`src/ccd_pkg.sv`:
```
// Decoder constants and types
package ccd_pkg;
  // Framing bytes, request length limit
  localparam logic [7:0] BYTE_STX    = 8'h02;
  localparam logic [7:0] BYTE_ETX    = 8'h03;
  localparam logic [7:0] BYTE_EOT    = 8'h04;
  localparam logic [7:0] REQ_LEN_MAX = 8'h20;
  // Command codes, message lengths
  localparam logic [7:0] CMD_ERROR   = 8'h00;
  localparam logic [7:0] CMD_READ    = 8'h01;
  localparam logic [7:0] CMD_CALMODE = 8'h04;
  localparam logic [7:0] CMD_CALSET  = 8'h12;
  localparam logic [7:0] CMD_CALIB   = 8'h13;
  localparam logic [7:0] CALMODE_KEY = 8'h55;
  localparam logic [7:0] LEN_FLOAT   = 8'h05;
  localparam logic [7:0] LEN_SHORT   = 8'h02;
  localparam logic [7:0] LEN_LONG    = 8'h03;
  localparam logic [7:0] LEN_ERR     = 8'h02;
  localparam logic [7:0] READ_BYTES  = 8'h05;
  localparam logic [7:0] CALSEL_MAX  = 8'h03;
  // Error numbers; ERR_NONE is internal only
  localparam logic [7:0] ERR_CSUM    = 8'h00;
  localparam logic [7:0] ERR_LEN     = 8'h01;
  localparam logic [7:0] ERR_PARAM   = 8'h02;
  localparam logic [7:0] ERR_FLASH   = 8'h03;
  localparam logic [7:0] ERR_UNSUP   = 8'h04;
  localparam logic [7:0] ERR_OTHER   = 8'h05;
  localparam logic [7:0] ERR_MEM_ABS = 8'h06;
  localparam logic [7:0] ERR_MEM_BSY = 8'h07;
  localparam logic [7:0] ERR_NONE    = 8'hFF;
  // Selector words, cal modes
  localparam logic [31:0] SEL_MEASURE = 32'h00000000;
  localparam logic [31:0] SEL_CYCLE   = 32'h3F800000;
  localparam logic [31:0] SEL_ZERO    = 32'h40000000;
  localparam logic [31:0] SEL_SPAN    = 32'h40400000;
  localparam logic [1:0] CAL_MEASURE = 2'h0;
  localparam logic [1:0] CAL_CYCLE   = 2'h1;
  localparam logic [1:0] CAL_ZERO    = 2'h2;
  localparam logic [1:0] CAL_SPAN    = 2'h3;
  // Sub-commands, run modes, purge operations
  localparam logic [7:0] SUB_MODE  = 8'h01;
  localparam logic [7:0] SUB_PURGE = 8'h02;
  localparam logic [7:0] SUB_PORT  = 8'h03;
  localparam logic [7:0] SUB_STD   = 8'h04;
  localparam logic [1:0] RUN_STOP  = 2'h0;
  localparam logic [1:0] RUN_IDLE  = 2'h1;
  localparam logic [1:0] RUN_POINT = 2'h2;
  localparam logic [1:0] RUN_SEQ   = 2'h3;
  localparam logic [2:0] PURGE_STOP   = 3'h0;
  localparam logic [2:0] PURGE_NOW    = 3'h1;
  localparam logic [2:0] PURGE_TIMED  = 3'h2;
  localparam logic [2:0] PURGE_OFF    = 3'h3;
  localparam logic [2:0] PURGE_CHANGE = 3'h4;
  localparam logic [2:0] PURGE_START  = 3'h5;
  localparam logic [7:0] PURGE_TIME_MAX = 8'h0F;
  // Index limits
  localparam logic [7:0] GAS_MAX   = 8'h1C;
  localparam logic [7:0] UNIT_MAX  = 8'h03;
  localparam logic [7:0] PORT_MAX  = 8'h0A;
  localparam logic [7:0] PORT_SRC  = 8'h03;
  localparam logic [7:0] STD_MAX   = 8'h0A;
  localparam logic [7:0] POINT_MAX = 8'h20;
  localparam logic [7:0] SEQ_MAX   = 8'h10;
  localparam logic [7:0] DAY_MAX   = 8'h1F;
  localparam logic [7:0] MONTH_MAX = 8'h0C;
  localparam logic [7:0] YEAR_MAX  = 8'h3F;
  localparam logic [7:0] STD_LEN_MIN = 8'h18;
  localparam logic [7:0] STD_LEN_MAX = 8'h36;
  localparam logic [7:0] STD_STEP    = 8'h06;
  // Standard field positions (byte n at n-1)
  localparam logic [4:0] POS_DAY   = 5'h0E;
  localparam logic [4:0] POS_MONTH = 5'h0F;
  localparam logic [4:0] POS_YEAR  = 5'h10;
  localparam logic [4:0] POS_BAL   = 5'h11;
  localparam logic [4:0] POS_GAS   = 5'h12;
  localparam logic [4:0] POS_UNIT  = 5'h13;
  localparam logic [4:0] POS_CONC  = 5'h14;
  // APB offsets, reset values
  localparam logic [7:0] REG_CTRL    = 8'h00;
  localparam logic [7:0] REG_STATUS  = 8'h04;
  localparam logic [7:0] REG_CALVAL  = 8'h08;
  localparam logic [7:0] REG_CALSEL  = 8'h0C;
  localparam logic [7:0] REG_STD     = 8'h10;
  localparam logic [7:0] REG_STDCONC = 8'h14;
  localparam logic [7:0] REG_PORTSEL = 8'h18;
  localparam logic [7:0] REG_PORTATT = 8'h1C;
  localparam logic [7:0] RST_NODE_ID = 8'h00;

  typedef enum logic [4:0] {
    ST_STX, ST_ID, ST_CMD, ST_ETX, ST_LEN, ST_MSG, ST_SUM, ST_EOT,
    ST_EXEC, TX_STX, TX_ID, TX_CMD, TX_ETX, TX_LEN, TX_MSG, TX_SUM,
    TX_EOT
  } ccd_st_t;

  typedef struct packed {
    logic [1:0] run_mode;
    logic [7:0] func;
    logic [1:0] cal_mode;
    logic [2:0] purge_mode;
    logic [7:0] purge_time;
  } ccd_run_t;

  typedef struct packed {
    ccd_st_t          st;
    logic [7:0]       cmd;
    logic [7:0]       len;
    logic [7:0]       cnt;
    logic [7:0]       sum;
    logic             sum_ok;
    logic             id_ok;
    logic [31:0][7:0] msg;
    logic [7:0]       rsp_cmd;
    logic [7:0]       rsp_len;
    logic [7:0]       err_code;
    logic             rd;
    logic [4:0]       k;
    logic [2:0]       sub;
    logic [31:0]      val;
    logic [7:0]       tsum;
    logic             tx_valid;
    logic [7:0]       tx_data;
    logic [7:0]       param_idx;
    ccd_run_t         run;
    logic [1:0]       cal_sel;
    logic [31:0]      cal_val;
    logic [3:0]       cur_std;
    logic [15:0][7:0] ports;
    logic [3:0]       std_num;
    logic [7:0]       std_bal;
    logic [7:0]       std_gas;
    logic [1:0]       std_unit;
    logic [31:0]      std_conc;
    logic [7:0]       ctrl_id;
    logic             flash_busy;
    logic             other_busy;
    logic [3:0]       port_sel;
    logic [31:0]      prdata;
    logic             pready;
    logic             pslverr;
    logic [2:0]       man_sync;
    logic [2:0]       din_sync;
    logic             trig_acc;
    logic             run_start;
    logic             purge_start;
    logic             purge_stop;
  } ccd_regs_t;

  localparam ccd_regs_t REGS_RST = '{
    st: ST_STX, ctrl_id: RST_NODE_ID,
    run: '{run_mode: RUN_IDLE, purge_mode: PURGE_OFF, default: '0},
    default: '0};
endpackage

```
`src/ccd_top.sv`:
```
// Framed command decoder with APB registers
`timescale 1ns/1ps
`default_nettype none
// Summary of operation
// - Error reply: command 0, bytes 0 and code
// - Error numbers 0 to 7 as listed
// - Command 1 reads 1 to 32 indexes
// - Read reply: index and float each
// - Command 4 with key 85 sets cal mode
// - Selectors map to four modes
// - Command 18 stores a value for selector 0 to 3
// - Command 19 dispatches on sub-command byte
// - Gas indexes 1 to 28
// - Unit indexes 0 to 3
// - Port indexes 1 to 10
// - Floats are four bytes, high byte first
// - Sub 1 sets run mode, function if needed
// - Stop blocks triggers, idle accepts them
// - Sub 2 purge operations 0 to 5
// - Purge time only when timed, zero disables
// - On-change purges on new standard
// - Sub 3 binds port to gas or standard
// - Sub 4 defines a standard
// - Frame STX id cmd ETX len msg sum EOT
// - Checksum XOR of id, cmd, len, msg
// - Requests up to 32 bytes, replies 160
module ccd_top
  import ccd_pkg::*;
(
  input  wire logic        pclk,
  input  wire logic        presetn,
  input  wire logic [7:0]  paddr,
  input  wire logic        psel,
  input  wire logic        penable,
  input  wire logic        pwrite,
  input  wire logic [31:0] pwdata,
  output logic      [31:0] prdata,
  output logic             pready,
  output logic             pslverr,
  input  wire logic        rx_valid,
  input  wire logic [7:0]  rx_data,
  output logic             tx_valid,
  output logic      [7:0]  tx_data,
  input  wire logic        tx_ready,
  output logic      [7:0]  param_idx,
  input  wire logic [31:0] param_value,
  input  wire logic        manual_trigger,
  input  wire logic        digital_input_trigger,
  output logic             trigger_accept,
  input  wire logic        point_start,
  input  wire logic [3:0]  point_std,
  output ccd_run_t         run_status,
  output logic             run_start,
  output logic             purge_start,
  output logic             purge_stop
);

  ccd_regs_t r_reg;
  ccd_regs_t r_next;

  // All decode and sequencing
  always_comb begin
    logic [7:0]  code;
    logic [7:0]  b0;
    logic [7:0]  b1;
    logic [7:0]  b2;
    logic [31:0] fv;
    logic [1:0]  cm;
    logic        sel_ok;
    logic        timed;
    logic        std_len;
    logic        hs;
    logic        setup;
    logic        wr;
    logic        hit;
    logic [31:0] rdv;
    r_next = r_reg;
    code = ERR_NONE;
    b0 = r_reg.msg[0];
    b1 = r_reg.msg[1];
    b2 = r_reg.msg[2];
    fv = {r_reg.msg[1], r_reg.msg[2], r_reg.msg[3], r_reg.msg[4]};
    cm = CAL_MEASURE;
    sel_ok = 1'b1;
    timed = (b1 == {5'h00, PURGE_TIMED});
    std_len = (r_reg.len >= STD_LEN_MIN) && (r_reg.len <= STD_LEN_MAX)
      && (8'((r_reg.len - STD_LEN_MIN) % STD_STEP) == 8'h00);
    hs = r_reg.tx_valid & tx_ready;
    setup = psel & ~penable;
    wr = psel & penable & r_reg.pready & pwrite;
    hit = 1'b1;
    rdv = 32'h00000000;
    r_next.run_start = 1'b0;
    r_next.purge_start = 1'b0;
    r_next.purge_stop = 1'b0;

    // Selector to cal mode
    if (fv == SEL_MEASURE) cm = CAL_MEASURE;
    else if (fv == SEL_CYCLE) cm = CAL_CYCLE;
    else if (fv == SEL_ZERO) cm = CAL_ZERO;
    else if (fv == SEL_SPAN) cm = CAL_SPAN;
    else sel_ok = 1'b0;

    // Request checks; first failure wins
    if (!r_reg.sum_ok) code = ERR_CSUM;
    else if (r_reg.len > REQ_LEN_MAX) code = ERR_LEN;
    else if (r_reg.other_busy) code = ERR_OTHER;
    else if (r_reg.cmd == CMD_READ) begin
      if (r_reg.len == 8'h00) code = ERR_LEN;
      else if (r_reg.flash_busy) code = ERR_FLASH;
    end else if (r_reg.cmd == CMD_CALMODE) begin
      if (r_reg.len != LEN_FLOAT) code = ERR_LEN;
      else if (b0 != CALMODE_KEY || !sel_ok) code = ERR_PARAM;
    end else if (r_reg.cmd == CMD_CALSET) begin
      if (r_reg.len != LEN_FLOAT) code = ERR_LEN;
      else if (b0 > CALSEL_MAX) code = ERR_PARAM;
    end else if (r_reg.cmd == CMD_CALIB) begin
      if (b0 == SUB_MODE) begin
        if (b1 > {6'h00, RUN_SEQ}) code = ERR_PARAM;
        else if (r_reg.len != (b1[1] ? LEN_LONG : LEN_SHORT))
          code = ERR_LEN;
        else if (b1 == {6'h00, RUN_POINT} && b2 > POINT_MAX)
          code = ERR_PARAM;
        else if (b1 == {6'h00, RUN_SEQ} && (b2 == 8'h00 || b2 > SEQ_MAX))
          code = ERR_PARAM;
      end else if (b0 == SUB_PURGE) begin
        if (b1 > {5'h00, PURGE_START}) code = ERR_PARAM;
        else if (r_reg.len != (timed ? LEN_LONG : LEN_SHORT))
          code = ERR_LEN;
        else if (timed && b2 > PURGE_TIME_MAX) code = ERR_PARAM;
      end else if (b0 == SUB_PORT) begin
        if (r_reg.len != LEN_LONG) code = ERR_LEN;
        else if (b1 == 8'h00 || b1 > PORT_MAX) code = ERR_PARAM;
        else if (b2 == 8'h00 || b2 > (b1 < PORT_SRC ? GAS_MAX : STD_MAX))
          code = ERR_PARAM;
      end else if (b0 == SUB_STD) begin
        if (!std_len) code = ERR_LEN;
        else if (b1 == 8'h00 || b1 > STD_MAX
          || r_reg.msg[POS_DAY] == 8'h00 || r_reg.msg[POS_DAY] > DAY_MAX
          || r_reg.msg[POS_MONTH] == 8'h00
          || r_reg.msg[POS_MONTH] > MONTH_MAX
          || r_reg.msg[POS_YEAR] > YEAR_MAX
          || r_reg.msg[POS_BAL] == 8'h00 || r_reg.msg[POS_BAL] > GAS_MAX
          || r_reg.msg[POS_GAS] == 8'h00 || r_reg.msg[POS_GAS] > GAS_MAX
          || r_reg.msg[POS_UNIT] > UNIT_MAX)
          code = ERR_PARAM;
      end else code = ERR_UNSUP;
    end else code = ERR_UNSUP;

    // Link state machine
    if (hs && r_reg.st inside {TX_ID, TX_CMD, TX_LEN, TX_MSG})
      r_next.tsum = r_reg.tsum ^ r_reg.tx_data;
    unique case (r_reg.st)
      ST_STX: if (rx_valid && rx_data == BYTE_STX) begin
        r_next.st = ST_ID;
      end
      ST_ID: if (rx_valid) begin
        r_next.id_ok = (rx_data == r_reg.ctrl_id);
        r_next.sum = rx_data;
        r_next.st = ST_CMD;
      end
      ST_CMD: if (rx_valid) begin
        r_next.cmd = rx_data;
        r_next.sum = r_reg.sum ^ rx_data;
        r_next.st = ST_ETX;
      end
      ST_ETX: if (rx_valid) begin
        r_next.st = (rx_data == BYTE_ETX) ? ST_LEN : ST_STX;
      end
      ST_LEN: if (rx_valid) begin
        r_next.len = rx_data;
        r_next.sum = r_reg.sum ^ rx_data;
        r_next.cnt = 8'h00;
        r_next.st = (rx_data == 8'h00) ? ST_SUM : ST_MSG;
      end
      ST_MSG: if (rx_valid) begin
        // Overflow bytes counted, not stored
        if (r_reg.cnt < REQ_LEN_MAX) r_next.msg[r_reg.cnt[4:0]] = rx_data;
        r_next.sum = r_reg.sum ^ rx_data;
        r_next.cnt = r_reg.cnt + 8'h01;
        if (r_reg.cnt + 8'h01 == r_reg.len) r_next.st = ST_SUM;
      end
      ST_SUM: if (rx_valid) begin
        r_next.sum_ok = (rx_data == r_reg.sum);
        r_next.st = ST_EOT;
      end
      ST_EOT: if (rx_valid) begin
        // Foreign or badly closed frames dropped
        r_next.st = (rx_data == BYTE_EOT && r_reg.id_ok) ? ST_EXEC : ST_STX;
      end
      ST_EXEC: begin
        r_next.st = TX_STX;
        r_next.tx_valid = 1'b1;
        r_next.tx_data = BYTE_STX;
        r_next.tsum = 8'h00;
        r_next.rsp_cmd = r_reg.cmd;
        r_next.rsp_len = 8'h00;
        r_next.rd = 1'b0;
        r_next.err_code = code;
        if (code != ERR_NONE) begin
          r_next.rsp_cmd = CMD_ERROR;
          r_next.rsp_len = LEN_ERR;
        end else if (r_reg.cmd == CMD_READ) begin
          r_next.rd = 1'b1;
          r_next.rsp_len = 8'(r_reg.len * READ_BYTES);
        end else if (r_reg.cmd == CMD_CALMODE) begin
          r_next.run.cal_mode = cm;
        end else if (r_reg.cmd == CMD_CALSET) begin
          r_next.cal_sel = b0[1:0];
          r_next.cal_val = fv;
        end else if (b0 == SUB_MODE) begin
          r_next.run.run_mode = b1[1:0];
          r_next.run.func = b1[1] ? b2 : 8'h00;
          r_next.run_start = b1[1];
          r_next.purge_stop = (b1[1:0] == RUN_STOP);
        end else if (b0 == SUB_PURGE) begin
          r_next.purge_stop = (b1[2:0] == PURGE_STOP);
          r_next.purge_start = r_next.purge_start
            | (b1[2:0] == PURGE_NOW);
          if (timed) begin
            r_next.run.purge_time = b2;
            r_next.run.purge_mode = (b2 == 8'h00) ? PURGE_OFF
              : PURGE_TIMED;
          end else if (b1[2:0] >= PURGE_OFF) begin
            r_next.run.purge_mode = b1[2:0];
          end
        end else if (b0 == SUB_PORT) begin
          r_next.ports[b1[3:0]] = b2;
        end else begin
          r_next.std_num = b1[3:0];
          r_next.std_bal = r_reg.msg[POS_BAL];
          r_next.std_gas = r_reg.msg[POS_GAS];
          r_next.std_unit = r_reg.msg[POS_UNIT][1:0];
          r_next.std_conc = {r_reg.msg[POS_CONC],
            r_reg.msg[POS_CONC + 5'h01], r_reg.msg[POS_CONC + 5'h02],
            r_reg.msg[POS_CONC + 5'h03]};
        end
      end
      TX_STX: if (hs) begin
        r_next.tx_data = r_reg.ctrl_id;
        r_next.st = TX_ID;
      end
      TX_ID: if (hs) begin
        r_next.tx_data = r_reg.rsp_cmd;
        r_next.st = TX_CMD;
      end
      TX_CMD: if (hs) begin
        r_next.tx_data = BYTE_ETX;
        r_next.st = TX_ETX;
      end
      TX_ETX: if (hs) begin
        r_next.tx_data = r_reg.rsp_len;
        r_next.st = TX_LEN;
      end
      TX_LEN: if (hs) begin
        r_next.cnt = 8'h00;
        r_next.k = 5'h00;
        r_next.sub = 3'h0;
        r_next.param_idx = r_reg.msg[0];
        if (r_reg.rsp_len == 8'h00) begin
          r_next.tx_data = r_reg.tsum ^ r_reg.tx_data;
          r_next.st = TX_SUM;
        end else begin
          // Error replies open with a zero byte
          r_next.tx_data = r_reg.rd ? r_reg.msg[0] : 8'h00;
          r_next.st = TX_MSG;
        end
      end
      TX_MSG: if (hs) begin
        r_next.cnt = r_reg.cnt + 8'h01;
        if (r_reg.cnt + 8'h01 == r_reg.rsp_len) begin
          r_next.tx_data = r_reg.tsum ^ r_reg.tx_data;
          r_next.st = TX_SUM;
        end else if (!r_reg.rd) begin
          r_next.tx_data = r_reg.err_code;
        end else if (r_reg.sub == 3'h4) begin
          // Next index byte starts its lookup
          r_next.k = r_reg.k + 5'h01;
          r_next.sub = 3'h0;
          r_next.tx_data = r_reg.msg[r_reg.k + 5'h01];
          r_next.param_idx = r_reg.msg[r_reg.k + 5'h01];
        end else if (r_reg.sub == 3'h0) begin
          // Value caught once so it cannot tear
          r_next.val = {param_value[23:0], 8'h00};
          r_next.tx_data = param_value[31:24];
          r_next.sub = 3'h1;
        end else begin
          r_next.val = {r_reg.val[23:0], 8'h00};
          r_next.tx_data = r_reg.val[31:24];
          r_next.sub = r_reg.sub + 3'h1;
        end
      end
      TX_SUM: if (hs) begin
        r_next.tx_data = BYTE_EOT;
        r_next.st = TX_EOT;
      end
      TX_EOT: if (hs) begin
        r_next.tx_valid = 1'b0;
        r_next.st = ST_STX;
      end
    endcase

    // Trigger pins: two-stage sync, then edge
    r_next.man_sync = {r_reg.man_sync[1:0], manual_trigger};
    r_next.din_sync = {r_reg.din_sync[1:0], digital_input_trigger};
    r_next.trig_acc = ((r_reg.man_sync[1] & ~r_reg.man_sync[2])
      | (r_reg.din_sync[1] & ~r_reg.din_sync[2]))
      & (r_reg.run.run_mode != RUN_STOP);

    // Point start: track standard, maybe purge
    if (point_start && r_reg.run.run_mode != RUN_STOP) begin
      r_next.cur_std = point_std;
      if ((r_reg.run.purge_mode == PURGE_CHANGE
        && point_std != r_reg.cur_std)
        || r_reg.run.purge_mode == PURGE_START)
        r_next.purge_start = 1'b1;
    end

    // APB read mux; unmapped offsets error
    unique case (paddr)
      REG_CTRL:
        rdv = {22'h000000, r_reg.other_busy, r_reg.flash_busy,
          r_reg.ctrl_id};
      REG_STATUS:  rdv = {9'h000, r_reg.run};
      REG_CALVAL:  rdv = r_reg.cal_val;
      REG_CALSEL:  rdv = {30'h00000000, r_reg.cal_sel};
      REG_STD:
        rdv = {6'h00, r_reg.std_unit, r_reg.std_gas, r_reg.std_bal,
          r_reg.cur_std, r_reg.std_num};
      REG_STDCONC: rdv = r_reg.std_conc;
      REG_PORTSEL: rdv = {28'h0000000, r_reg.port_sel};
      REG_PORTATT: rdv = {24'h000000, r_reg.ports[r_reg.port_sel]};
      default:     hit = 1'b0;
    endcase
    // Answer in setup: one-cycle access phase
    r_next.pready = setup;
    r_next.pslverr = setup & ~hit;
    r_next.prdata = setup ? rdv : 32'h00000000;
    if (wr && paddr == REG_CTRL) begin
      r_next.ctrl_id = pwdata[7:0];
      r_next.flash_busy = pwdata[8];
      r_next.other_busy = pwdata[9];
    end
    if (wr && paddr == REG_PORTSEL) r_next.port_sel = pwdata[3:0];
  end

  // Single state register
  always_ff @(posedge pclk or negedge presetn) begin
    if (!presetn) begin
      r_reg <= REGS_RST;
    end else begin
      r_reg <= r_next;
    end
  end

  // Registered outputs
  assign prdata         = r_reg.prdata;
  assign pready         = r_reg.pready;
  assign pslverr        = r_reg.pslverr;
  assign tx_valid       = r_reg.tx_valid;
  assign tx_data        = r_reg.tx_data;
  assign param_idx      = r_reg.param_idx;
  assign trigger_accept = r_reg.trig_acc;
  assign run_status     = r_reg.run;
  assign run_start      = r_reg.run_start;
  assign purge_start    = r_reg.purge_start;
  assign purge_stop     = r_reg.purge_stop;

endmodule // ccd_top
`default_nettype wire

```
`config.mk`:
```
export PLATFORM = sky130hd
export DESIGN_NAME = ccd_top
export DESIGN_NICKNAME = d
export VERILOG_FILES = /design/src/ccd_pkg.sv /design/src/ccd_top.sv
export SDC_FILE = /design/constraint.sdc
export NUM_CORES = 1
export LEC_CHECK = 0
export BUFFER_PORTS_ARGS = -buffer_cell sky130_fd_sc_hd__buf_4
export CORE_ASPECT_RATIO = 2
export CORE_UTILIZATION = 47
export CTS_BUF_LIST = sky130_fd_sc_hd__clkbuf_8
export CTS_CLUSTER_DIAMETER = 50
export DETAILED_ROUTE_END_ITERATION = 10
export PLACE_DENSITY = 0.72
export SYNTH_ARGS = -nofsm -noshare
export SYNTH_HDL_FRONTEND = slang
export SYNTH_SLANG_ARGS = --single-unit
```
`constraint.sdc`:
```
create_clock -name pclk -period 5.85 [get_ports pclk]
set_input_delay 0.2925 -clock pclk [delete_from_list [all_inputs] [get_ports pclk]]
set_output_delay 0.2925 -clock pclk [all_outputs]
set_load 0.01 [all_outputs]
```
-- After elaboration in Yosys (flattened, before gate mapping)
Index checks and enable logic that the tools add are counted.
Widths: inputs -> output; s select.
- memories kept: 0
- ROM bits: 0
- bits in latches: 0
- output and inout bits: 78
- bits in registers: 686
- bits in writable memories: 0
- input bits: 94
- logic and storage cells: 434
- reduce and logical (&&, ||, !) cells: 76
- eq/ne operators: 75
- $add $sub $neg: 4
- $lt $le $gt $ge: 26
- shift-type cells: 0
- multiply operators: 1
- divide/modulo/power cells: 1
- multiplexer cells: 134
- bitwise logic cells: 25
- operator list (kind ; count):
    $mux 8 ; 57
    $bwmux 256 ; 1
    $pmux 32 s8 ; 1
    $bwmux 128 ; 1
    $mux 40 ; 3
    $mux 5 ; 19
    $logic_not 8->1 ; 11
    $pmux 5 s17 ; 1
    $eq 32x31->1 const B ; 2
    $mux 16 ; 4
    $mux 32 ; 2
    $pmux 8 s4 ; 2
    $pmux 8 s8 ; 1
    $eq 8x2->1 const B ; 6
    $eq 8x5->1 const B ; 6
    $bmux 8 s5 ; 1
    $demux 8 s5 ; 1
    $eq 5x4->1 const B ; 8
    $reduce_and 8->1 ; 5
    $ne 2x2->1 const B ; 19
    $mux 35 ; 1
    $bmux 8 s4 ; 1
    $demux 8 s4 ; 1
    $eq 32x30->1 const B ; 1
    66 further kinds ; 187

-- Depth between registers and ports, before layout
- word-level depth: 30
- depth in mapped cells: 24
- mapped depth without buffers: 21

-- Worst setup path after synthesis
OpenSTA, ideal clock, no wires.
- path type: reg2reg
- from: register r_reg[668] in the netlist's numbering
- to: register r_reg, in the netlist run_status[0]
- setup slack: 992 ps
- period minus slack after synthesis: 4858 ps
- library setup time: 125 ps
- data required time: 5725 ps
- stages on the path, launching flop included: 23
- data arrival time: 4733 ps
- path buffers: 1
- cells stage by stage: dfrtp_1 buf_2 inv_1 ha_1 nor2b_1 nand4_2 o31a_1 a221oi_1 o211a_2 nand3_1 nor2_1 nand3_1 o21ai_0 ha_1 nand2b_1 nor2_1 o31ai_1 nand4_1 a31oi_4 nand2b_2 o32ai_4 nor4b_4 mux2_4
- longest elaborated chain between the ends: 19
- elaborated cells between the ends (all ways): 36
- those cells by class: add/sub (1); div (1); order compare (3); eq/ne (5); mux (20); bitwise (1); reduce/logical (5)
- ends and longest elaborated chain (what ; RTL line ; text):
    from (decl) ; ccd_top.sv:58 ; ccd_regs_t r_reg;
    from (signal assigned) ; ccd_top.sv:352 ; r_reg <= r_next;
    $sub 8x5->8 ; ccd_top.sv:87 ; && (8'((r_reg.len - STD_LEN_MIN) % STD_STEP) == 8'h00);
    $mod 8x3->8 ; ccd_top.sv:87 ;
    $logic_not 8->1 ; ccd_top.sv:87 ;
    $logic_and 1x1->1 ; ccd_top.sv:87 ;
    $mux 8 ; ccd_top.sv:137 ; if (!std_len) code = ERR_LEN;
    $mux 8 ; ccd_top.sv:136 ; end else if (b0 == SUB_STD) begin
    $mux 8 ; ccd_top.sv:131 ; end else if (b0 == SUB_PORT) begin
    $mux 8 ; ccd_top.sv:126 ; end else if (b0 == SUB_PURGE) begin
    [... 3 more ...] ; -- ;
    $mux 8 ; ccd_top.sv:111 ; end else if (r_reg.cmd == CMD_CALMODE) begin
    $mux 8 ; ccd_top.sv:108 ; else if (r_reg.cmd == CMD_READ) begin
    $mux 8 ; ccd_top.sv:107 ; else if (r_reg.other_busy) code = ERR_OTHER;
    $mux 8 (*) ; ccd_top.sv:106 ; else if (r_reg.len > REQ_LEN_MAX) code = ERR_LEN;
    $mux 8 (*) ; ccd_top.sv:105 ; if (!r_reg.sum_ok) code = ERR_CSUM;
    $ne 8x8->1 (*) ; ccd_top.sv:200 ; if (code != ERR_NONE) begin
    $not 1->1 (no source line) (*) ; -- ;
    $reduce_and 8->1 (no source line) (*) ; -- ;
Every way passes the cells marked *; elsewhere a longest branch is shown, timed or not.
A chain may end at the register's enable or synchronous reset.

==> impl_metrics.tcl <==
set metrics [dict create \
    grt_pass1_wl_mm 150 \
    wl_mm 96.8 \
    fp-row-count 137 \
    netlist_area_mm2 0.0331 \
    synth_nets 2897 \
    die_h_um 377 \
    ys_ff_latch 674 \
    die-area_mm2 0.0716 \
    cpPeakStageDelay_ns 0.63 \
    hp-class "in -> reg" \
    worst_pin_slew_ns 1.15 \
    p_leak_nw 17.3 \
    final_util_pct 53.7 \
    grt_max_degree 163 \
    clockRootBuffer "clkbuf_8" \
    yosys.area.top_type "dfrtp_1" \
    yosys_warnings 0 \
    skew_ns 0.0545 \
    slew_headroom_pct 22.9 \
    first_pass_iters 8 \
    timing.rr.end "purge_stop" \
    areaGrowthSynthToFinish_pct 13.2 \
    ys.flop_type "dfrtp_1" \
    worst-path-stages 21 \
    io_pins 172 \
    die_x_um 190 \
    largest_reg_flops 592 \
    worstHoldEndpoint "r_reg[684]" \
    max-clock-path-buffers 3 \
    netlist_instances 2778 \
    period_share_pct 91.1 \
    reg2regPathDepth 21 \
    drc_errors 0 \
    critPathTopFamily "simple AND/OR/NAND/NOR gates" \
    synth_top_area_share_pct 50.7 \
    viasPerCell 6.07 \
    clkLatencyLatePin_ns 0.76 \
    cts_setup_buffers 0 \
    ys_seq_area_share_pct 50.9 \
    drive_above_1_share_pct 32.0 \
    drt_iter0_drc 1960 \
    setup_ws_ns 0.523 \
    core_area_mm2 0.0698 \
    vias 23400 \
    synth_edf_count 0 \
    regToRegStartpoint "r_reg[668]" \
    place_congestion 0.955 \
    syn_area_per_cell_um2 11.9 \
    cp.arrival_ns 5.89 \
    fin_crit_ns 5.33 \
    cap_violations 0 \
    ir_drop_mv 0.339 \
    synth_area_leaders "dfrtp_1, mux2_2, mux4_2" \
    cts.sinks 674 \
    cp_num_buf_inv 2 \
    timing.reg2reg.setup_slack_ns 0.52 \
    holdPathStages 3 \
    crit_type "reg -> reg" \
    grt_setup_unrepaired "false" \
    htree_levels 3 \
    cts_tree "done" \
    grt_pass1_vias 25100 \
    end_kind "register" \
    hold_viol 0 \
    synth_cell_type_count 85 \
    finalSetupViolCount 0 \
    cp-start-kind "register" \
    place_hpwl_mm 67.9 \
    crit_fanout 12 \
    track_usage_pct 27.8 \
    wire_per_inst_um 25.1 \
    slowest_stage "nor4b_1" \
    fmax_mhz 188 \
    tns_ns 0 \
    crit_required_ns 6.41 \
    powerDensity_mw_per_mm2 331 \
    start_util_pct 47.5 \
    antenna_found_initial 6 \
    cts_buffers 96 \
    io_buffers 149 \
    min_from "rx_data[2]" \
    dp_slack_ns 0.484 \
    final-max-slew-violation-count 0 \
    status "finished, final reports clean" \
    clkTransAtPathRegs_ns 0.07 \
    worstPathCellList "buf_4 > ha_1 > nor4bb_1 > a221o_1 > a21o_1 > or4_1 > o211a_2 > nand3_1 > nor2_1 > nand3_1 > o21ai_0 > ha_1 > nand2b_1 > nor2_1 > o31ai_1 > nand4_1 > a31oi_4 > or3b_1 > o32ai_1 > buf_4 > nor4b_1" \
    synthArstFlopShare_pct 100 \
    overflow 0 \
    num-nets-final 2995 \
    antenna_left 0 \
]
[metal layers]
metal	part of all wire, %	global-route usage (%)	vias to the layer above	wire length [um]
met2	50	47.6	1033	48800
met5	0.013	0	-	13
met4	6.7	17.7	2	6440
li1	-	-	10200	-
met3	6.5	5.25	327	6340
met1	36	31.6	11900	35200
[synth_stat cells (32+ instances only)]
| master | n |
|---|---|
| dfrtp_1 | 671 |
| mux2_2 | 383 |
| nand2_1 | 277 |
| clkbuf_1 | 181 |
| o21ai_0 | 135 |
| nor2_1 | 109 |
| mux4_2 | 104 |
| a21oi_1 | 97 |
| buf_4 | 72 |
| nand3_1 | 57 |
| and2_1 | 51 |
| a22oi_1 | 48 |
| xnor2_1 | 45 |
| nor3_1 | 39 |
| inv_1 | 38 |
| mux2_4 | 34 |
| mux2i_1 | 32 |
[power breakdown]
group / switching [W] / total, W / internal [W]
registers: 0.000434 / 0.00529 / 0.00485
logic: 0.00183 / 0.00300 / 0.00117
clock network: 0.00193 / 0.00412 / 0.00219
[worst min-delay path, delay by kind of cell]
family / cells / cell delay (ns)
AOI/OAI and AO/OA: 1 / 0.07
buffers and inverters: 1 / 0.30
and+or+nand+nor: 1 / 0.14
[cell usage in the layout, fill, tap and decap left out, drive strengths merged, types with 9 or more instances in the layout]
| cell type | instances |
|---|---|
| xnor2 | 45 |
| dlygate4sd3 | 52 |
| nand2 | 277 |
| mux2i | 32 |
| o21ai | 138 |
| a31oi | 25 |
| a21oi | 97 |
| a221oi | 12 |
| or4 | 13 |
| a22o | 23 |
| a22oi | 48 |
| nand4 | 20 |
| ha | 24 |
| xor2 | 25 |
| buf | 237 |
| inv | 73 |
| mux2 | 417 |
| nor4 | 32 |
| nand3 | 57 |
| clkbuf | 117 |
| mux4 | 104 |
| dfrtp | 671 |
| a21o | 10 |
| nor2b | 16 |
| and2 | 51 |
| a222oi | 9 |
| clkinv | 11 |
| and3 | 9 |
| or3 | 10 |
| nor3 | 42 |
| nand2b | 24 |
| nor2 | 109 |
[what timing repair did]
item	4_1_cts	5_1_grt
hold buffers	52	0
setup endpoints to repair	0	0
endpoints found under the hold margin	162	0
gates resized for setup	0	0
[cell families after synthesis]
family / Yosys count / synth area share (%)
fa+ha+maj: 25 / 0.967
xor+xnor: 70 / 1.85
simple gates: 695 / 10.3
buf+inv: 327 / 4.71
mux: 553 / 22.6
flops: 674 / 50.9
compound gates: 434 / 8.65
[metrics by stage]
stage	instance area (um2)	power, W	hold slack [ns]	instances
after global placement	34800	0.00819	0.338	3629
after global routing	37500	0.0129	0.0878	3859
after detailed placement	34800	0.00828	0.349	3629
final	37500	0.0124	0.0871	3862
after floorplan	33100	0.00713	-0.00309	2778
after CTS	37500	0.0124	0.00381	3858
[area by class of cell]
cell class,count,area [um2]
Multi-Input combinational cell,1777,14800
Timing Repair Buffer,289,2430
Clock inverter,60,523
Inverter,38,143
Clock buffer,117,1610
Antenna cell,4,10.0
Fill cell,5811,32300
Sequential cell,674,16900
Tap cell,903,1130
[how the worst max path moves through the flow]
| stage | start | to |
|---|---|---|
| floorplan | r_reg[668] | run_status[0] |
| global placement | r_reg[668] | purge_stop |
| detailed placement | r_reg[668] | purge_stop |
| CTS | r_reg[668] | purge_stop |
| global route | r_reg[669] | purge_stop |
| finish | r_reg[668] | purge_stop |
Power figures use the tool's default switching activity.
